### src/hw/jcp_pkg.sv
// package: constants and types shared by the configuration port
package jcp_pkg;
  localparam int IR_W      = 5;
  localparam int ID_W      = 32;
  localparam int CFG_W     = 109;
  localparam int CONV_W    = 8;
  localparam int CLK_NS    = 4;
  // operation times, microseconds; defaults only
  localparam int T_PROG_US = 10000;
  localparam int T_ERASE_US = 10000;
  localparam int T_CAL_US  = 5000;
  // least times round up to whole clocks
  localparam int PROG_CYC_DEF  = (T_PROG_US * 1000 + CLK_NS - 1) / CLK_NS;
  localparam int ERASE_CYC_DEF = (T_ERASE_US * 1000 + CLK_NS - 1) / CLK_NS;
  localparam int CAL_CYC_DEF   = (T_CAL_US * 1000 + CLK_NS - 1) / CLK_NS;
  localparam logic [2:0] TLR_STEPS = 3'h5;

  localparam logic [IR_W-1:0] IR_EXTEST        = 5'h00;
  localparam logic [IR_W-1:0] IR_SEL_CFG       = 5'h01;
  localparam logic [IR_W-1:0] IR_CFG_ERASE     = 5'h02;
  localparam logic [IR_W-1:0] IR_CFG_VERIFY    = 5'h03;
  localparam logic [IR_W-1:0] IR_CFG_PROG      = 5'h04;
  localparam logic [IR_W-1:0] IR_IDCODE        = 5'h0D;
  localparam logic [IR_W-1:0] IR_CAL_START     = 5'h10;
  localparam logic [IR_W-1:0] IR_CONV_ERASE    = 5'h11;
  localparam logic [IR_W-1:0] IR_CONV_VERIFY   = 5'h12;
  localparam logic [IR_W-1:0] IR_CONV_PROG     = 5'h13;
  localparam logic [IR_W-1:0] IR_SEL_CONV      = 5'h14;
  localparam logic [IR_W-1:0] IR_SAMPLE        = 5'h1E;
  localparam logic [IR_W-1:0] IR_BYPASS        = 5'h1F;

  typedef enum logic [3:0] {
    ST_TLR   = 4'h0, ST_RTI   = 4'h1, ST_SELDR = 4'h3, ST_CAPDR = 4'h2,
    ST_SHDR  = 4'h6, ST_EX1DR = 4'h7, ST_PDR   = 4'h5, ST_EX2DR = 4'h4,
    ST_UPDR  = 4'hC, ST_SELIR = 4'hD, ST_CAPIR = 4'hF, ST_SHIR  = 4'hE,
    ST_EX1IR = 4'hA, ST_PIR   = 4'hB, ST_EX2IR = 4'h9, ST_UPIR  = 4'h8
  } jcp_tap_state_t;

  typedef enum logic [1:0] {
    OP_NONE = 2'h0, OP_PROG = 2'h1, OP_ERASE = 2'h3, OP_CAL = 2'h2
  } jcp_op_t;

  typedef struct packed {
    logic tck;
    logic tms;
    logic tdi;
  } jcp_pins_t;

  typedef struct packed {
    logic outputs_zero;
    logic outputs_vcom;
    logic inputs_off;
    logic suspend;
  } jcp_analog_t;
endpackage : jcp_pkg

### src/hw/jcp_sync.sv
// two-flop synchroniser for pin inputs
`timescale 1ns/1ns
module jcp_sync #(
  parameter int W = 3
) (
  input  wire logic         clk,
  input  wire logic         reset_n,
  input  wire logic [W-1:0] d,
  output logic      [W-1:0] q
);
  logic [W-1:0] meta_reg;
  logic [W-1:0] q_reg;

  always_ff @(posedge clk) begin
    if (!reset_n) begin
      meta_reg <= '0;
      q_reg    <= '0;
    end else begin
      meta_reg <= d;
      q_reg    <= meta_reg;
    end
  end

  assign q = q_reg;
endmodule : jcp_sync

### src/hw/jcp_tap_fsm.sv
// sixteen-state test access controller
`timescale 1ns/1ns
module jcp_tap_fsm import jcp_pkg::*; (
  input  wire logic     clk,
  input  wire logic     reset_n,
  input  wire logic     step,
  input  wire logic     tms,
  output jcp_tap_state_t state,
  output jcp_tap_state_t state_next
);
  jcp_tap_state_t state_reg;
  jcp_tap_state_t nxt;

  always_comb begin
    case (state_reg)
      ST_TLR:   nxt = tms ? ST_TLR   : ST_RTI;
      ST_RTI:   nxt = tms ? ST_SELDR : ST_RTI;
      ST_SELDR: nxt = tms ? ST_SELIR : ST_CAPDR;
      ST_CAPDR: nxt = tms ? ST_EX1DR : ST_SHDR;
      ST_SHDR:  nxt = tms ? ST_EX1DR : ST_SHDR;
      ST_EX1DR: nxt = tms ? ST_UPDR  : ST_PDR;
      ST_PDR:   nxt = tms ? ST_EX2DR : ST_PDR;
      ST_EX2DR: nxt = tms ? ST_UPDR  : ST_SHDR;
      ST_UPDR:  nxt = tms ? ST_SELDR : ST_RTI;
      ST_SELIR: nxt = tms ? ST_TLR   : ST_CAPIR;
      ST_CAPIR: nxt = tms ? ST_EX1IR : ST_SHIR;
      ST_SHIR:  nxt = tms ? ST_EX1IR : ST_SHIR;
      ST_EX1IR: nxt = tms ? ST_UPIR  : ST_PIR;
      ST_PIR:   nxt = tms ? ST_EX2IR : ST_PIR;
      ST_EX2IR: nxt = tms ? ST_UPIR  : ST_SHIR;
      ST_UPIR:  nxt = tms ? ST_SELDR : ST_RTI;
      default:  nxt = ST_TLR;
    endcase
  end

  // power-on state is test-logic-reset
  always_ff @(posedge clk) begin
    if (!reset_n) state_reg <= ST_TLR;
    else if (step) state_reg <= nxt;
  end

  assign state      = state_reg;
  assign state_next = nxt;
endmodule : jcp_tap_fsm

### src/hw/jcp_top.sv
// configuration test port: tap, instruction and data registers, nv ops
// Function
// - sample tms/tdi on tck rise, tdo on fall
// - standard sixteen-state tap controller
// - five tms-high clocks reach test-logic-reset
// - power-on in reset, idcode selected
// - capture-dr loads bypass and idcode; configuration and converter registers keep their contents
// - capture-ir loads the idcode instruction
// - five-bit instruction register, full decode
// - configuration instruction codes 01 to 04
// - converter codes 11 to 14, calibration 10
// - all ones selects the bypass bit
// - extest and sample act as bypass
// - idcode shifts 32-bit identification word
// - select routes shift-dr through configuration register
// - configuration shift register is 109 bits
// - program writes nv on idle entry, suspends
// - verify copies nv into shift register
// - converter instructions mirror configuration ones, without parking outputs
// - calibration on idle entry, outputs zero, autonomous
// - erase clears bits; program only sets
// - selects in update-ir, operations on idle entry
// - bypass is one single-bit shift stage
`timescale 1ns/1ns
module jcp_top import jcp_pkg::*; #(
  parameter logic [ID_W-1:0] ID_VALUE  = 32'h0A5A_5001, // arbitrary value
  parameter int              CONV_BITS = CONV_W,
  parameter int              PROG_CYC  = PROG_CYC_DEF,
  parameter int              ERASE_CYC = ERASE_CYC_DEF,
  parameter int              CAL_CYC   = CAL_CYC_DEF
) (
  input  wire logic                 clk,
  input  wire logic                 reset_n,
  input  wire jcp_pins_t            pins,
  output logic                      tdo,
  output logic                      tdo_oe,
  output logic                      busy,
  output jcp_analog_t               analog,
  output logic [CFG_W-1:0]          cfg_bits,
  output logic [CONV_BITS-1:0]      conv_bits
);
  jcp_pins_t            pins_s;
  jcp_tap_state_t       state;
  jcp_tap_state_t       state_next;
  jcp_op_t              op_reg;
  logic                 tck_prev_reg;
  logic [IR_W-1:0]      ir_reg;
  logic [IR_W-1:0]      ir_shift_reg;
  logic                 bypass_reg;
  logic [ID_W-1:0]      id_shift_reg;
  logic [CFG_W-1:0]     cfg_shift_reg;
  logic [CFG_W-1:0]     cfg_nv_reg;
  logic [CONV_BITS-1:0] conv_shift_reg;
  logic [CONV_BITS-1:0] conv_nv_reg;
  logic [31:0]          timer_reg;
  logic                 tdo_reg;
  logic                 tdo_oe_reg;
  logic                 vcom_reg;
  logic [2:0]           tms_cnt_reg;

  // all pins pass two flops before use
  jcp_sync #(.W($bits(jcp_pins_t))) u_sync (
    .clk     (clk),
    .reset_n (reset_n),
    .d       (pins),
    .q       (pins_s)
  );

  always_ff @(posedge clk) begin
    if (!reset_n) tck_prev_reg <= 1'b0;
    else tck_prev_reg <= pins_s.tck;
  end

  wire tck_rise = pins_s.tck & ~tck_prev_reg;
  wire tck_fall = ~pins_s.tck & tck_prev_reg;

  jcp_tap_fsm u_fsm (
    .clk        (clk),
    .reset_n    (reset_n),
    .step       (tck_rise),
    .tms        (pins_s.tms),
    .state      (state),
    .state_next (state_next)
  );

  // state decode; strobes qualified by the sampling edge, update-ir by the fall
  wire in_shdr   = state == ST_SHDR;
  wire in_shir   = state == ST_SHIR;
  wire in_shift  = in_shdr | in_shir;
  wire cap_dr    = tck_rise & (state == ST_CAPDR);
  wire sh_dr     = tck_rise & in_shdr;
  wire cap_ir    = tck_rise & (state == ST_CAPIR);
  wire sh_ir     = tck_rise & in_shir;
  // update-ir acts at the fall, so idle entry already sees the new code
  wire upd_ir    = tck_fall & (state == ST_UPIR);
  wire rti_entry = tck_rise & (state_next == ST_RTI) & (state != ST_RTI);

  // data path selection from the five-bit instruction
  wire sel_id   = ir_reg == IR_IDCODE;
  wire sel_cfg  = (ir_reg == IR_SEL_CFG) | (ir_reg == IR_CFG_PROG) |
                  (ir_reg == IR_CFG_VERIFY);
  wire sel_conv = (ir_reg == IR_SEL_CONV) | (ir_reg == IR_CONV_PROG) |
                  (ir_reg == IR_CONV_VERIFY);
  // extest, sample, bypass and any other code use the bypass bit
  wire sel_byp  = ~(sel_id | sel_cfg | sel_conv);

  // operations start only on idle entry and while idle of work
  wire op_go          = rti_entry & (op_reg == OP_NONE);
  wire cfg_prog_go    = op_go & (ir_reg == IR_CFG_PROG);
  wire cfg_erase_go   = op_go & (ir_reg == IR_CFG_ERASE);
  wire cfg_verify_go  = op_go & (ir_reg == IR_CFG_VERIFY);
  wire conv_prog_go   = op_go & (ir_reg == IR_CONV_PROG);
  wire conv_erase_go  = op_go & (ir_reg == IR_CONV_ERASE);
  wire conv_verify_go = op_go & (ir_reg == IR_CONV_VERIFY);
  wire cal_go         = op_go & (ir_reg == IR_CAL_START);
  wire prog_go        = cfg_prog_go | conv_prog_go;
  wire erase_go       = cfg_erase_go | conv_erase_go;
  wire timer_done     = (op_reg != OP_NONE) & (timer_reg == 32'h0);

  wire tdo_mux = in_shir  ? ir_shift_reg[0]   :
                 sel_id   ? id_shift_reg[0]   :
                 sel_cfg  ? cfg_shift_reg[0]  :
                 sel_conv ? conv_shift_reg[0] : bypass_reg;

  // instruction register, idcode in reset state
  always_ff @(posedge clk) begin
    if (!reset_n || state == ST_TLR) ir_reg <= IR_IDCODE;
    else if (upd_ir) ir_reg <= ir_shift_reg;
  end

  always_ff @(posedge clk) begin
    if (!reset_n) ir_shift_reg <= IR_IDCODE;
    else if (cap_ir) ir_shift_reg <= IR_IDCODE;
    else if (sh_ir) ir_shift_reg <= {pins_s.tdi, ir_shift_reg[IR_W-1:1]};
  end

  always_ff @(posedge clk) begin
    if (!reset_n) bypass_reg <= 1'b0;
    else if (cap_dr && sel_byp) bypass_reg <= 1'b0;
    else if (sh_dr && sel_byp) bypass_reg <= pins_s.tdi;
  end

  always_ff @(posedge clk) begin
    if (!reset_n) id_shift_reg <= '0;
    else if (cap_dr && sel_id) id_shift_reg <= ID_VALUE;
    else if (sh_dr && sel_id) id_shift_reg <= {pins_s.tdi, id_shift_reg[ID_W-1:1]};
  end

  // capture keeps the contents so verified data survives to the scan
  always_ff @(posedge clk) begin
    if (!reset_n) cfg_shift_reg <= '0;
    else if (cfg_verify_go) cfg_shift_reg <= cfg_nv_reg;
    else if (sh_dr && sel_cfg)
      cfg_shift_reg <= {pins_s.tdi, cfg_shift_reg[CFG_W-1:1]};
  end

  always_ff @(posedge clk) begin
    if (!reset_n) conv_shift_reg <= '0;
    else if (conv_verify_go) conv_shift_reg <= conv_nv_reg;
    else if (sh_dr && sel_conv)
      conv_shift_reg <= {pins_s.tdi, conv_shift_reg[CONV_BITS-1:1]};
  end

  // nonvolatile store: erase clears, program only sets bits
  always_ff @(posedge clk) begin
    if (!reset_n) cfg_nv_reg <= '0;
    else if (cfg_erase_go) cfg_nv_reg <= '0;
    else if (cfg_prog_go) cfg_nv_reg <= cfg_nv_reg | cfg_shift_reg;
  end

  always_ff @(posedge clk) begin
    if (!reset_n) conv_nv_reg <= '0;
    else if (conv_erase_go) conv_nv_reg <= '0;
    else if (conv_prog_go) conv_nv_reg <= conv_nv_reg | conv_shift_reg;
  end

  // erased configuration parks outputs at mid-rail, inputs open
  always_ff @(posedge clk) begin
    if (!reset_n) vcom_reg <= 1'b0;
    else if (cfg_erase_go) vcom_reg <= 1'b1;
    else if (cfg_prog_go) vcom_reg <= 1'b0;
  end

  // operation timer runs on clk alone; tap activity cannot stop it
  always_ff @(posedge clk) begin
    if (!reset_n) begin
      op_reg    <= OP_NONE;
      timer_reg <= 32'h0;
    end else if (prog_go) begin
      op_reg    <= OP_PROG;
      timer_reg <= 32'(PROG_CYC - 1);
    end else if (erase_go) begin
      op_reg    <= OP_ERASE;
      timer_reg <= 32'(ERASE_CYC - 1);
    end else if (cal_go) begin
      op_reg    <= OP_CAL;
      timer_reg <= 32'(CAL_CYC - 1);
    end else if (timer_done) begin
      op_reg    <= OP_NONE;
    end else if (op_reg != OP_NONE) begin
      timer_reg <= timer_reg - 32'h1;
    end
  end

  // tdo and its enable move only on the falling edge
  always_ff @(posedge clk) begin
    if (!reset_n) begin
      tdo_reg    <= 1'b0;
      tdo_oe_reg <= 1'b0;
    end else if (tck_fall) begin
      tdo_reg    <= tdo_mux;
      tdo_oe_reg <= in_shift;
    end
  end

  assign tdo                 = tdo_reg;
  assign tdo_oe              = tdo_oe_reg;
  assign busy                = op_reg != OP_NONE;
  // one driver for the whole struct
  assign analog              = '{
    outputs_zero: op_reg == OP_CAL,
    outputs_vcom: vcom_reg,
    inputs_off:   vcom_reg,
    suspend:      (op_reg == OP_PROG) | (op_reg == OP_ERASE)
  };
  assign cfg_bits            = cfg_nv_reg;
  assign conv_bits           = conv_nv_reg;

  // helper: consecutive tms-high rises, saturating
  always_ff @(posedge clk) begin
    if (!reset_n) tms_cnt_reg <= 3'h0;
    else if (tck_rise && !pins_s.tms) tms_cnt_reg <= 3'h0;
    else if (tck_rise && tms_cnt_reg != TLR_STEPS) tms_cnt_reg <= tms_cnt_reg + 3'h1;
  end
endmodule : jcp_top

### config.mk
export PLATFORM = sky130hd
export DESIGN_NAME = jcp_top
export DESIGN_NICKNAME = d
export VERILOG_FILES = /design/src/hw/jcp_pkg.sv /design/src/hw/jcp_sync.sv /design/src/hw/jcp_tap_fsm.sv /design/src/hw/jcp_top.sv
export SDC_FILE = /design/constraint.sdc
export NUM_CORES = 1
export LEC_CHECK = 0
export ABC_AREA = 0
export BUFFER_PORTS_ARGS = -buffer_cell sky130_fd_sc_hd__buf_2
export CAP_MARGIN = 0
export CORE_MARGIN = 2
export CORE_UTILIZATION = 58
export CTS_CLUSTER_SIZE = 12
export DETAILED_ROUTE_END_ITERATION = 16
export HOLD_SLACK_MARGIN = 0.03
export MAX_ROUTING_LAYER = met4
export PLACE_DENSITY = 0.79
export SYNTH_ARGS = -nofsm -noshare
export SYNTH_HDL_FRONTEND = slang
export SYNTH_SLANG_ARGS = --single-unit
### constraint.sdc
create_clock -name clk -period 2.8 [get_ports clk]
set_input_delay 0.28 -clock clk [delete_from_list [all_inputs] [get_ports clk]]
set_output_delay 0.28 -clock clk [all_outputs]
set_load 0.01 [all_outputs]
## After elaboration in Yosys (flattened, before gate mapping)

Index checks and enable logic that the tools add are counted.

- Register bits after elaboration: 325
- Latch bits: 0
- Memory bits (writable): 0
- Memory bits (read-only): 0
- Bits of input ports: 5
- Output and inout bits: 124
- Word-level logic and storage cells: 157
- Memories: 0

- $add $sub $neg: 1
- Multiply operators: 0
- Div/mod/pow operators: 0
- Magnitude comparators: 0
- Equal/unequal tests: 32
- Shifts and indexed selects: 0
- Multiplexer cells: 34
- Bitwise logic cells: 35
- Reduce and logical (&&, ||, !) cells: 34

Operators with widths:

| operator | count |
|---|---|
| 109-bit two-way mux | 2 |
| 22-bit two-way mux | 5 |
| 109-bit OR | 1 |
| 28-bit two-way mux | 2 |
| 4-bit case mux with 12 select lines | 1 |
| 4-bit == test (second input constant) | 8 |
| 32-bit zero test | 1 |
| 32-bit by 1-bit subtractor with 32-bit output (second input constant) | 1 |
| 5-bit == test (second input constant) | 5 |
| 1-bit bitwise AND | 18 |
| 4-bit by 3-bit == test with 1-bit output (second input constant) | 4 |
| 4-bit two-way mux | 4 |
| 8-bit two-way mux | 2 |
| 2-bit OR reduction | 8 |
| 2-bit two-way mux | 6 |
| 2-bit nonzero test | 6 |
| 5-bit by 2-bit == test with 1-bit output (second input constant) | 2 |
| 1-bit two-way mux | 10 |
| 1-bit OR | 10 |
| 4-bit by 1-bit == test with 1-bit output (second input constant) | 2 |
| 4-bit by 2-bit == test with 1-bit output (second input constant) | 2 |
| 8-bit OR | 1 |
| 4-bit nonzero test | 2 |
| 1-bit logical AND | 6 |
| 18 further kinds | 27 |

## Depth between registers and ports, before layout

Gate-level depths: netlist (run 1).

- Depth in word-level cells: 11
- Gate-level depth with buffers: 9
- Depth with buffers taken out: 7

## Hierarchy

From an unflattened synthesis (run 1), not the netlist that was laid out.

- Cell total of the unflattened synthesis: 1422
- Area total of the unflattened synthesis: 13081.3 µm²

By module, submodules not included:

| module | instances | cells each | area each (µm²) | sequential area each (µm²) |
|---|---|---|---|---|
| jcp_top | 1 | 1358 | 12530.8 | 6306.0 |
| jcp_tap_fsm | 1 | 52 | 392.9 | 80.1 |
| jcp_sync | 1 | 12 | 157.7 | 120.1 |

## Worst setup path after synthesis (run 1)

Ideal clock, no wire load.

- Kind: reg2reg
- Start point: register u_fsm.state_reg[0] (netlist: u_fsm.state[0])
- End point: register cfg_shift_reg[1]
- Arrival time: 2.066 ns
- Required time: 2.669 ns
- Setup slack: 0.604 ns
- Stages on the path, launching flop included: 9
- Clock period less this slack: 2.196 ns
- Path through: dfxtp_1 -> buf_2 -> or4_4 -> nor4_4 -> a21oi_1 -> buf_2 -> clkbuf_1 -> nand2_1 -> a21oi_2

- Word-level cells in the longest chain between the ends: 9

Ends and longest elaborated chain:

| item | RTL line | RTL |
|---|---|---|
| from (decl) | jcp_tap_fsm.sv:11 | `jcp_tap_state_t state_reg;` |
| from (signal assigned) | jcp_tap_fsm.sv:39 | `else if (step) state_reg <= nxt;` |
| 4-bit == test, or another cell as far along | jcp_tap_fsm.sv:15 | `case (state_reg)` |
| 3-bit OR reduction (no source line) or 2-bit OR reduction (tied branches) | n/a |  |
| 4-bit case mux with 12 select lines | jcp_tap_fsm.sv:15 |  |
| 4-bit by 1-bit == test with 1-bit output | jcp_top.sv:96 | `wire rti_entry = tck_rise & (state_next == ST_RTI) & (state != ST_RTI);` |
| 1-bit bitwise AND (2 in a row) | jcp_top.sv:96 |  |
| 1-bit bitwise AND | jcp_top.sv:108 | `wire op_go = rti_entry & (op_reg == OP_NONE);` |
| 1-bit bitwise AND | jcp_top.sv:111 | `wire cfg_verify_go = op_go & (ir_reg == IR_CFG_VERIFY);` |
| 109-bit two-way mux or 2-bit nonzero test (tied branches) | n/a |  |
| to (signal assigned) | jcp_top.sv:152 | `else if (cfg_verify_go) cfg_shift_reg <= cfg_nv_reg;` |
| to (signal assigned) | jcp_top.sv:154 | `cfg_shift_reg <= {pins_s.tdi, cfg_shift_reg[CFG_W-1:1]};` |
| to (decl) | jcp_top.sv:51 | `logic [CFG_W-1:0] cfg_shift_reg;` |

Several ways; a longest one is shown, not always the timed one.
A chain may end at the register's enable or synchronous reset.

## Worst setup path in the final report (run 1)

- Start point: register ir_reg[2]
- End point: register cfg_shift_reg[96]

- Word-level cells in the longest chain between the ends: 5

Ends and longest elaborated chain:

| item | RTL line | RTL |
|---|---|---|
| from (decl) | jcp_top.sv:47 | `logic [IR_W-1:0] ir_reg;` |
| from (signal assigned) | jcp_top.sv:128 | `else if (upd_ir) ir_reg <= ir_shift_reg;` |
| 5-bit by 1-bit == test with 1-bit output or 5-bit by 3-bit == test with 1-bit output (tied branches) | jcp_top.sv:100 | `wire sel_cfg = (ir_reg == IR_SEL_CFG) \| (ir_reg == IR_CFG_PROG) \|` |
| 1-bit OR (2 in a row) | jcp_top.sv:100 |  |
| 1-bit logical AND | jcp_top.sv:153 | `else if (sh_dr && sel_cfg)` |
| 2-bit nonzero test (no source line) | n/a |  |

Several ways; a longest one is shown, not always the timed one.

==> impl_summary.txt, run 1 <==
----------------------------------------------------
[Global routing]
  Pin count of the biggest net entering global routing ... roughly 130
  Antenna violations before repair ... 0
  Global-route usage over all layers ... 26.9%
  First-pass GRT wire length ... approximately 49,000 um
  Remaining global-route overflow ... 0
  Via count of the first global-routing pass ... about 10,000

[Clock tree]
  H-tree levels ... 2
  TritonCTS clock tree ... done
  Clock sink total ... 325
  Root Buffer ... sky130_fd_sc_hd__clkbuf_16
  Clock-pin slew of the registers on the worst-case setup and hold paths ... 0.06 ns
  Post-cts repair resize count ... 0
  TritonCTS buffer count ... 34
  Clock network latency to the later pin of the worst-skew pair ... between 0.5 and 0.6 ns
  CTS max path bufs ... 3

[Worst setup path]
  FF-to-FF setup slack ... 0.26 ns
  Critical path class ... reg -> reg
  Worst-case reg-to-reg path depth ... 6
  Start of the worst register-to-register path ... ir_reg[2]
  Arrival time of the worst setup path ... 2.96 ns
  Worst-path cell with the longest stage delay ... sky130_fd_sc_hd__or3b_2
  Worst EP required ... 3.22 ns
  Endpoint kind of the worst setup timing path ... flop
  CP Max Fanout ... 48
  Max incr delay on CP ... 0.57 ns
  Sort of element at the start of the critical path ... flop
  Reg-to-reg endpoint ... cfg_shift_reg[96]
  Worst-path cell chain ... or3b_2 -> a2111oi_4 -> buf_12 -> buf_4 -> a22oi_1 -> a21oi_1

[Power]
  Overall power after layout ... 8.90 mW
  Total power density per cell area ... 616 mW/mm2
  Static Leakage ... 5.41 nW
  Clock group share of total power ... 46.4%
  Worst vdd rail ir drop ... 0.505 mV
  Switching power share of the total ... 20.6%
  Share of total power in combinational logic ... 1.5%
  Sequential share of power ... 52.1%
  Internal power ... 7.07 mW
  Reported net switching power ... around 1.8 mW

[Route]
  Detail-routed net length per standard cell ... 16.5 um
  Via density per instance ... about 5.9
  Number of violations reported at the end of detailed-routing iteration 0 ... between 800 and 900
  Vias ... 10,700
  Count of TritonRoute iterations in the first routing pass ... 5
  Routed wire length ... 29,800 um
  # DRC ... 0
  Post-DRT Antenna Nets ... 0

[Layout]
  Final layout net count ... 1,526
  Diode insertion count for antenna repair ... 0
  Layout Utilization ... 68.7%
  Most frequent standard cell in the layout excluding fill and tap cells ... sky130_fd_sc_hd__dfxtp_1
  Non-filler instance count after layout ... 1,810
  FILL cells ... 1,670
  Proportion of layout cells with a drive suffix above 1 ... about 17%
  Area of all placed cells without fillers ... 0.0144 mm2
  Commonest cells after routing, fill and taps aside ... sky130_fd_sc_hd__dfxtp_1, sky130_fd_sc_hd__a21oi_1, sky130_fd_sc_hd__nand2_1
  Synth-to-Final Area Change ... 16.0%

[STA]
  Share of the clock period used by the worst path ... 90.7%
  Final setup vio count ... 0
  Final Hold Slack ... 0.231 ns
  Setup repair after global routing missed its margin ... false
  Setup tns final ... 0 ns
  Max-slew violation count ... 0
  Setup slack after layout ... 0.260 ns
  Final count of hold timing violations ... 0
  Highest Clock Rate ... 394 MHz
  Worst-case headroom to the max-slew limit ... 41.5%
  Post-layout min period ... 2.54 ns
  Clock skew after layout ... approximately 0.014 ns
  Slew @ Worst Pin ... 0.876 ns

[Yosys]
  Post-Syn Area per Cell ... between 8 and 9 um2
  Flip-flop and latch count after synthesis ... about 330
  Post-synth design cell area ... approximately 0.012 mm2
  Share of synthesized area occupied by flip-flops and latches ... around 52%
  FFs w/ async S/R, synth ... 0%
  Post-synth net total ... ~1,400
  Commonest register cell after synthesis ... sky130_fd_sc_hd__dfxtp_1
  Post-synthesis cell type count ... 68
  Yosys warnings ... 0
  Post-synthesis instance total ... ~1,400
  Number of synthesized flops with an enable pin ... 0

[Floorplanning]
  Area inside the core boundary ... 0.0210 mm2
  DIE AREA ... 0.0227 mm2
  Starting utilization of the core area ... between 50% and 60%
  Width of the die ... 151 um
  Vert. Die Dim ... 151 um
  Number of I/O pins ... 129
  Row count ... 53

[Flow run]
  Number of maximum-capacitance constraint violations ... 0

[Min path]
  WHS Path Cells ... 2
  Type of the tightest min-delay check ... in -> reg
  Worst Hold Endpoint ... ir_shift_reg[0]
  Hold wc startpoint ... reset_n

[Place]
  Final estimated routing congestion in global placement ... 0.915
  Worst slack at placement ... 0.339 ns
  Post-DP HPWL ... 18,300 um
  Placed cell count ... 1,756
  Placed cell area ... 0.0134 mm2
  Total of buffers placed on input and output ports ... 128

[Run status]
  Run status ... finished, final reports clean

----------------------------------------------------
## Yosys cell counts, drive strengths merged (8+ instances only)
master	count	share of area (%)
dfxtp	325	52
a21oi	284	11
nand2	186	5.6
nor2	162	4.9
a22oi	112	7.1
clkbuf	67	2.0
buf	43	2.2
nor3	20	0.88
or4	18	1.1
o31ai	17	1.0
mux2i	16	1.3
o21ai	16	0.64
nand3	14	0.56
and2	12	0.60
or3	11	0.59
nor4	10	0.72
a211oi	9	0.54
inv	9	0.27
o22ai	9	0.45
a31oi	8	0.40
## critical path, delay by kind of cell, from the launching register on
kind | cells | cell delay (ns)
compound gates | 3 | 0.80
flops | 1 | 0.48
buf+inv | 2 | 0.60
simple gates | 1 | 0.57
## what timing repair did
| item | in CTS | in global routing |
|---|---|---|
| endpoints found under the hold margin | 3 | 0 |
| buffers inserted | 0 | 0 |
| hold buffers | 3 | 0 |
## per-layer routing
metal,GRT usage [%],vias up,wire (um)
met5,-,-,0
met4,8.77,0,683
met3,4.39,58,1790
met2,42.4,330,14200
met1,35.4,5082,13100
li1,-,5252,-
## power groups by stage
stage          Combinational (mW)  Clock [mW]  Sequential [mW]
3_3_place_gp                0.128           0             4.74
3_5_place_dp                0.128           0             4.74
4_1_cts                     0.131        4.20             4.63
5_1_grt                     0.141        4.38             4.63
6_report                    0.131        4.13             4.64
2_1_floorplan              0.0865           0             4.73
## area by class of cell
class	count	area, um2	area share (%)
Tap cell	275	344	2.38
Sequential cell	325	6510	45.1
Multi-Input combinational cell	978	5430	37.6
Clock inverter	4	42.5	0.295
Timing Repair Buffer	172	1100	7.64
Clock buffer	47	971	6.73
Inverter	9	36.3	0.251
## kinds of logic (layout without fill, tap and decap cells)
group,count (synthesis),count (layout),synth area share [%]
AO/OA/AOI/OAI,480,480,24.0
AND/OR/NAND/NOR,476,476,17.5
flip-flops,325,325,52.3
buffers and inverters,119,232,4.44
multiplexers,18,18,1.47
XOR/XNOR,3,3,0.211
adder cells (fa/ha/maj),1,1,0.100
## worst max-delay path by stage
stage                    from                 to  slack [ns]  cells past startpoint
3_5_place_dp   u_fsm.state[0]       cfg_bits[13]        0.34                      6
2_1_floorplan  u_fsm.state[0]   cfg_shift_reg[1]        0.60                      8
6_report            ir_reg[2]  cfg_shift_reg[96]        0.26                      6
5_1_grt             ir_reg[2]  cfg_shift_reg[96]        0.13                      6
4_1_cts             ir_reg[2]  cfg_shift_reg[96]        0.29                      6
3_3_place_gp        ir_reg[2]  cfg_shift_reg[92]        0.40                      6
No activity file was read; power rests on OpenSTA's default activity.
==> run 2, diff against run 1 <==
--- a/config.mk
+++ b/config.mk
@@ -8,13 +8,15 @@
 export ABC_AREA = 0
 export BUFFER_PORTS_ARGS = -buffer_cell sky130_fd_sc_hd__buf_2
 export CAP_MARGIN = 0
+export CELL_PAD_IN_SITES_DETAIL_PLACEMENT = 1
+export CELL_PAD_IN_SITES_GLOBAL_PLACEMENT = 1
 export CORE_MARGIN = 2
-export CORE_UTILIZATION = 58
+export CORE_UTILIZATION = 44
 export CTS_CLUSTER_SIZE = 12
 export DETAILED_ROUTE_END_ITERATION = 16
 export HOLD_SLACK_MARGIN = 0.03
 export MAX_ROUTING_LAYER = met4
-export PLACE_DENSITY = 0.79
+export PLACE_DENSITY_LB_ADDON = 0.1
 export SYNTH_ARGS = -nofsm -noshare
 export SYNTH_HDL_FRONTEND = slang
 export SYNTH_SLANG_ARGS = --single-unit
==> run 2 against run 1 <==
- setup slack worse by 0.013 ns
- flip-flop and latch count stayed put
- combinational power increased by 8%
- total power rose by 6.2%
- cell area rose by 2.4%
- largest power group is now clock
- fmax is 0.52% lower
- sequential share of layout area decreased by 1.1 points
==> impl_summary.txt, run 2 (synthesis gave the netlist of run 1 again) <==
----------------------------------------------------
[Global routing]
  Antenna violations before repair ... 0 (unchanged)
  Global-route usage over all layers ... 24.0% (was 26.9%)
  Via count of the first global-routing pass ... 10,900 (was 9,962)
  First-pass GRT wire length ... 56,700 um (was 49,000 um)
  Pin count of the biggest net entering global routing ... 97 (was 129)
  Remaining global-route overflow ... 0 (unchanged)

[Route]
  Via density per instance ... 5.59 (was 5.92)
  # DRC ... 0 (unchanged)
  Vias ... 10,800 (was 10,700)
  Number of violations reported at the end of detailed-routing iteration 0 ... 678 (was 827)
  Detail-routed net length per standard cell ... 17.9 um (was 16.5 um)
  Count of TritonRoute iterations in the first routing pass ... 4 (was 5)
  Post-DRT Antenna Nets ... 0 (unchanged)
  Routed wire length ... 34,700 um (was 29,800 um)

[Floorplanning]
  Number of I/O pins ... 129 (unchanged)
  Area inside the core boundary ... 0.0279 mm2 (was 0.0210 mm2)
  Width of the die ... 172 um (was 151 um)
  Vert. Die Dim ... 172 um (was 151 um)
  DIE AREA ... 0.0297 mm2 (was 0.0227 mm2)
  Starting utilization of the core area ... 44.7% (was 59.2%)
  Row count ... 61 (was 53)

[Clock tree]
  Clock sink total ... 325 (unchanged)
  Clock-pin slew of the registers on the worst-case setup and hold paths ... 0.06 ns (about the same)
  TritonCTS clock tree ... done (unchanged)
  Post-cts repair resize count ... 0 (unchanged)
  H-tree levels ... 2 (unchanged)
  Clock network latency to the later pin of the worst-skew pair ... 0.53 ns (was 0.51 ns)
  CTS max path bufs ... 3 (unchanged)
  TritonCTS buffer count ... 37 (was 34)
  Post-CTS Setup Inserts ... 0 (unchanged)
  Root Buffer ... sky130_fd_sc_hd__clkbuf_16 (unchanged)

[Worst setup path]
  Worst-path cell chain ... nor4_2 -> nand2_1 -> o41a_1 -> and3_1 -> nor4_1 (was or3b_2 -> a2111oi_4 -> buf_12 -> buf_4 -> a22oi_1 -> a21oi_1)
  Start of the worst register-to-register path ... timer_reg[23] (was ir_reg[2])
  Sort of element at the start of the critical path ... flop (unchanged)
  Worst-case reg-to-reg path depth ... 5 (was 6)
  CP Max Fanout ... 14 (was 48)
  Max incr delay on CP ... 0.74 ns (was 0.57 ns)
  Reg-to-reg endpoint ... timer_reg[13] (was cfg_shift_reg[96])
  Endpoint kind of the worst setup timing path ... flop (unchanged)
  FF-to-FF setup slack ... 0.25 ns (was 0.26 ns)
  Critical path class ... reg -> reg (unchanged)
  Worst-path cell with the longest stage delay ... sky130_fd_sc_hd__o41a_1 (was sky130_fd_sc_hd__or3b_2)
  Arrival time of the worst setup path ... 2.98 ns (was 2.96 ns)
  Worst EP required ... 3.23 ns (was 3.22 ns)

[STA]
  Final Hold Slack ... 0.259 ns (was 0.231 ns)
  Setup slack after layout ... 0.246 ns (was 0.260 ns)
  Final count of hold timing violations ... 0 (unchanged)
  Slew @ Worst Pin ... 0.935 ns (was 0.876 ns)
  Post-layout min period ... 2.55 ns (was 2.54 ns)
  Worst-case headroom to the max-slew limit ... 37.5% (was 41.5%)
  Max-slew violation count ... 0 (unchanged)
  Setup repair after global routing missed its margin ... false (unchanged)
  Clock skew after layout ... 0.0104 ns (was 0.0139 ns)
  Final setup vio count ... 0 (unchanged)
  Highest Clock Rate ... 392 MHz (was 394 MHz)
  Setup tns final ... 0 ns (unchanged)
  Share of the clock period used by the worst path ... 91.2% (was 90.7%)

[Layout]
  Synth-to-Final Area Change ... 18.8% (was 16.0%)
  Proportion of layout cells with a drive suffix above 1 ... 17.4% (was 16.5%)
  FILL cells ... 3,240 (was 1,670)
  Most frequent standard cell in the layout excluding fill and tap cells ... sky130_fd_sc_hd__dfxtp_1 (unchanged)
  Final layout net count ... 1,537 (was 1,526)
  Layout Utilization ... 53.1% (was 68.7%)
  Commonest cells after routing, fill and taps aside ... sky130_fd_sc_hd__dfxtp_1, sky130_fd_sc_hd__a21oi_1, sky130_fd_sc_hd__nand2_1 (unchanged)
  Area of all placed cells without fillers ... 0.0148 mm2 (was 0.0144 mm2)
  Non-filler instance count after layout ... 1,936 (was 1,810)
  Diode insertion count for antenna repair ... 0 (unchanged)

[Min path]
  Hold wc startpoint ... reset_n (unchanged)
  Type of the tightest min-delay check ... in -> reg (unchanged)
  Worst Hold Endpoint ... ir_shift_reg[3] (was ir_shift_reg[0])
  WHS Path Cells ... 3 (was 2)

[Place]
  Placed cell count ... 1,867 (was 1,756)
  Worst slack at placement ... 0.261 ns (was 0.339 ns)
  Placed cell area ... 0.0136 mm2 (was 0.0134 mm2)
  Final estimated routing congestion in global placement ... 0.776 (was 0.915)
  Total of buffers placed on input and output ports ... 128 (unchanged)
  Post-DP HPWL ... 21,200 um (was 18,300 um)

[Power]
  Total power density per cell area ... 639 mW/mm2 (was 616 mW/mm2)
  Worst vdd rail ir drop ... 0.476 mV (was 0.505 mV)
  Static Leakage ... 5.53 nW (was 5.41 nW)
  Overall power after layout ... 9.45 mW (was 8.90 mW)

[Flow run]
  Number of maximum-capacitance constraint violations ... 0 (unchanged)

[Run status]
  Run status ... finished, final reports clean (unchanged)

----------------------------------------------------
[run 2: report_power, final]
| group | internal (mW) | switching [mW] | leakage, nW | total (mW) |
|---|---|---|---|---|
| clock network | 2.77 | 1.91 | 0.577 | 4.67 |
| registers | 4.63 | 0.00358 | 2.62 | 4.63 |
| logic | 0.0329 | 0.109 | 2.34 | 0.142 |
[run 2: layer usage]
metal	wire, um	part of all wire, %	vias up	track usage, %
met4	551	1.6	0	5.52
met3	1280	3.7	43	3.78
met2	16800	48	158	40.7
met5	0	0	-	-
li1	-	-	5275	-
met1	16100	46	5344	30.3
[run 2: what timing repair did]
| item | 4_1_cts | 5_1_grt |
|---|---|---|
| hold buffers | 3 | 0 |
| setup endpoints to repair | 0 | 0 |
| endpoints found under the hold margin | 3 | 0 |
[run 2: worst max path at each step]
stage                                    end            from  cells after the start
after global routing      cfg_shift_reg[108]     u_sync.q[2]                      6
final                          timer_reg[13]   timer_reg[23]                      5
after floorplan             cfg_shift_reg[1]  u_fsm.state[0]                      8
after CTS                  cfg_shift_reg[98]       op_reg[0]                      7
after detailed placement   cfg_shift_reg[98]       op_reg[0]                      7
after global placement      cfg_shift_reg[3]     u_sync.q[2]                      6
[run 2: layout make-up]
class / instances / area (um2) / share of cell area, %
flip-flops and latches: 325 / 6510 / 44.0
multi-input cells: 978 / 5430 / 36.8
repair buffers: 180 / 1160 / 7.87
clock buffers: 58 / 1080 / 7.34
well taps: 378 / 473 / 3.20
clock inverters: 8 / 87.6 / 0.592
inverters: 9 / 36.3 / 0.245
[run 2: worst max-delay path: cells and delay by family (launching register included)]
family / cells / cell delay (ns)
DFF: 1 / 0.36
and+or+nand+nor: 4 / 1.36
AOI/OAI and AO/OA: 1 / 0.74
==> run 3, diff against run 2 <==
--- a/config.mk
+++ b/config.mk
@@ -6,6 +6,7 @@
 export NUM_CORES = 1
 export LEC_CHECK = 0
 export ABC_AREA = 0
+export ABC_CLOCK_PERIOD_IN_PS = 2800
 export BUFFER_PORTS_ARGS = -buffer_cell sky130_fd_sc_hd__buf_2
 export CAP_MARGIN = 0
 export CELL_PAD_IN_SITES_DETAIL_PLACEMENT = 1
@@ -16,7 +17,8 @@
 export DETAILED_ROUTE_END_ITERATION = 16
 export HOLD_SLACK_MARGIN = 0.03
 export MAX_ROUTING_LAYER = met4
-export PLACE_DENSITY_LB_ADDON = 0.1
+export PLACE_DENSITY = 0.87
+export RECOVER_POWER = 50
 export SYNTH_ARGS = -nofsm -noshare
 export SYNTH_HDL_FRONTEND = slang
 export SYNTH_SLANG_ARGS = --single-unit
==> run 3 against run 2 <==
- cell area shrank 1.9%
- clock skew grew 0.00081 ns
- global-route usage grew 0.068 points
- sequential power is essentially flat
- count of clock-buffer cells in the layout shrank 6
- via count grew 1.5%
- die area is the same
- final cell count shrank 0.77%
- hold slack gained 0.16 ns
- wire length grew 0.82%
- utilization shrank 1.0 points
- largest cell class unchanged
- combinational power shrank 4%
==> impl_summary.txt, run 3 (synthesis gave the netlist of run 1 again) <==
----------------------------------------------------
[Run status]
  Run status ... finished, final reports clean (unchanged)

[Place]
  Total of buffers placed on input and output ports ... 128 (unchanged)
  Post-DP HPWL ... 21,400 um (was 21,200 um)
  Placed cell count ... 1,858 (was 1,867)
  Final estimated routing congestion in global placement ... 0.777 (was 0.776)

[Route]
  Vias ... 11,000 (was 10,800)
  Routed wire length ... 35,000 um (was 34,700 um)
  Detail-routed net length per standard cell ... 18.2 um (was 17.9 um)
  Via density per instance ... 5.72 (was 5.59)
  # DRC ... 0 (unchanged)
  Post-DRT Antenna Nets ... 0 (unchanged)
  Number of violations reported at the end of detailed-routing iteration 0 ... 614 (was 678)
  Count of TritonRoute iterations in the first routing pass ... 5 (was 4)

[STA]
  Clock skew after layout ... 0.0112 ns (was 0.0104 ns)
  Final setup vio count ... 0 (unchanged)
  Setup repair after global routing missed its margin ... false (unchanged)
  Post-layout min period ... 2.60 ns (was 2.55 ns)
  Setup tns final ... 0 ns (unchanged)
  Share of the clock period used by the worst path ... 92.8% (was 91.2%)
  Highest Clock Rate ... 385 MHz (was 392 MHz)
  Final count of hold timing violations ... 0 (unchanged)
  Max-slew violation count ... 0 (unchanged)
  Worst-case headroom to the max-slew limit ... 44.6% (was 37.5%)
  Slew @ Worst Pin ... 0.831 ns (was 0.935 ns)
  Final Hold Slack ... 0.421 ns (was 0.259 ns)

[Worst setup path]
  Sort of element at the start of the critical path ... flop (unchanged)
  Worst EP required ... 3.19 ns (was 3.23 ns)
  Endpoint kind of the worst setup timing path ... flop (unchanged)
  Max incr delay on CP ... 0.62 ns (was 0.74 ns)
  Worst-path cell chain ... or4b_1 -> or3_1 -> o41ai_2 -> clkbuf_1 -> nor2_1 (was nor4_2 -> nand2_1 -> o41a_1 -> and3_1 -> nor4_1)
  Worst-path cell with the longest stage delay ... sky130_fd_sc_hd__o41ai_2 (was sky130_fd_sc_hd__o41a_1)
  CP Max Fanout ... 7 (was 14)
  FF-to-FF setup slack ... 0.20 ns (was 0.25 ns)
  Critical path class ... reg -> reg (unchanged)
  Arrival time of the worst setup path ... 2.99 ns (was 2.98 ns)

[Layout]
  Synth-to-Final Area Change ... 16.5% (was 18.8%)
  Final layout net count ... 1,528 (was 1,537)
  Diode insertion count for antenna repair ... 0 (unchanged)
  Proportion of layout cells with a drive suffix above 1 ... 8.30% (was 17.4%)
  Non-filler instance count after layout ... 1,921 (was 1,936)
  Most frequent standard cell in the layout excluding fill and tap cells ... sky130_fd_sc_hd__dfxtp_1 (unchanged)
  FILL cells ... 3,347 (was 3,240)
  Commonest cells after routing, fill and taps aside ... sky130_fd_sc_hd__dfxtp_1, sky130_fd_sc_hd__a21oi_1, sky130_fd_sc_hd__nand2_1 (unchanged)

[Power]
  Static Leakage ... 4.87 nW (was 5.53 nW)
  Clock group share of total power ... 49.3% (was 49.5%)
  Overall power after layout ... 9.40 mW (was 9.45 mW)
  Sequential share of power ... 49.3% (was 49.0%)
  Reported net switching power ... 1.98 mW (was 2.02 mW)
  Worst vdd rail ir drop ... 0.533 mV (was 0.476 mV)
  Share of total power in combinational logic ... 1.5% (about the same)
  Switching power share of the total ... 21.0% (was 21.4%)
  Internal power ... 7.43 mW (about the same)
  Total power density per cell area ... 648 mW/mm2 (was 639 mW/mm2)

[Clock tree]
  Clock network latency to the later pin of the worst-skew pair ... 0.51 ns (was 0.53 ns)
  H-tree levels ... 2 (unchanged)
  TritonCTS clock tree ... done (unchanged)
  Post-cts repair resize count ... 0 (unchanged)
  Clock-pin slew of the registers on the worst-case setup and hold paths ... 0.06 ns (about the same)
  Post-CTS Setup Inserts ... 0 (unchanged)
  CTS max path bufs ... 3 (unchanged)
  Hold Buf Count CTS ... 3 (unchanged)
  Clock sink total ... 325 (unchanged)
  TritonCTS buffer count ... 37 (unchanged)
  Root Buffer ... sky130_fd_sc_hd__clkbuf_16 (unchanged)

[Floorplanning]
  Width of the die ... 172 um (unchanged)
  Area inside the core boundary ... 0.0279 mm2 (unchanged)
  Number of I/O pins ... 129 (unchanged)
  Vert. Die Dim ... 172 um (unchanged)
  Row count ... 61 (unchanged)
  DIE AREA ... 0.0297 mm2 (unchanged)
  Starting utilization of the core area ... 44.7% (unchanged)

[Global routing]
  Pin count of the biggest net entering global routing ... 90 (was 97)
  Global-route usage over all layers ... 24.1% (was 24.0%)
  Via count of the first global-routing pass ... 11,300 (was 10,900)
  Antenna violations before repair ... 0 (unchanged)
  Remaining global-route overflow ... 0 (unchanged)
  First-pass GRT wire length ... 57,000 um (was 56,700 um)

[Min path]
  Type of the tightest min-delay check ... in -> reg (unchanged)

[Flow run]
  Number of maximum-capacitance constraint violations ... 0 (unchanged)

----------------------------------------------------
==> run 3: critical path: cells and delay by family, from the launching register on <==
kind | cells | cell delay (ns)
and+or+nand+nor | 3 | 1.14
AOI/OAI and AO/OA | 1 | 0.62
DFF | 1 | 0.42
buffers and inverters | 1 | 0.30
==> run 3: power by group through the flow <==
stage	sequential, mW	clock, mW	combinational (mW)
detailed placement	4.74	0	0.137
CTS	4.63	4.72	0.141
finish	4.64	4.63	0.137
global route	4.63	4.93	0.149
global placement	4.74	0	0.136
floorplan	4.73	0	0.0865
==> run 3: final timing paths <==
check	startpoint	end	depth (start not counted)
setup / recovery	u_sync.q[2]	conv_bits[4]	5
hold / removal	reset_n	timer_reg[3]	2
setup reg to reg	u_sync.q[2]	conv_bits[4]	5
hold reg to reg	u_sync.meta_reg[0]	u_sync.q[0]	1
==> run 3: metrics by stage <==
stage | setup WS (ns) | utilization, % | cell area (um2)
after detailed placement | 0.291 | 48.6 | 13500
after CTS | 0.239 | 52.8 | 14700
after global routing | 0.0514 | 52.1 | 14500
after global placement | 0.404 | 48.6 | 13500
after floorplan | 0.604 | - | 12400
final | 0.203 | 52.1 | 14500
==> run 3: layout make-up <==
cell class	count	area (um2)	share of cell area [%]
clock buffers	52	1040	7.19
well taps	378	473	3.26
clock inverters	8	100	0.690
multi-input cells	978	5410	37.3
flip-flops and latches	325	6510	44.9
repair buffers	171	935	6.44
inverters	9	36.3	0.250
==> run 3: layer usage <==
metal	routed length [um]	part of all wire, %	track usage (%)
met4	752	2.2	7.09
met5	0	0	-
met3	1430	4.1	4.05
met2	17300	50	42.1
met1	15400	44	28.6
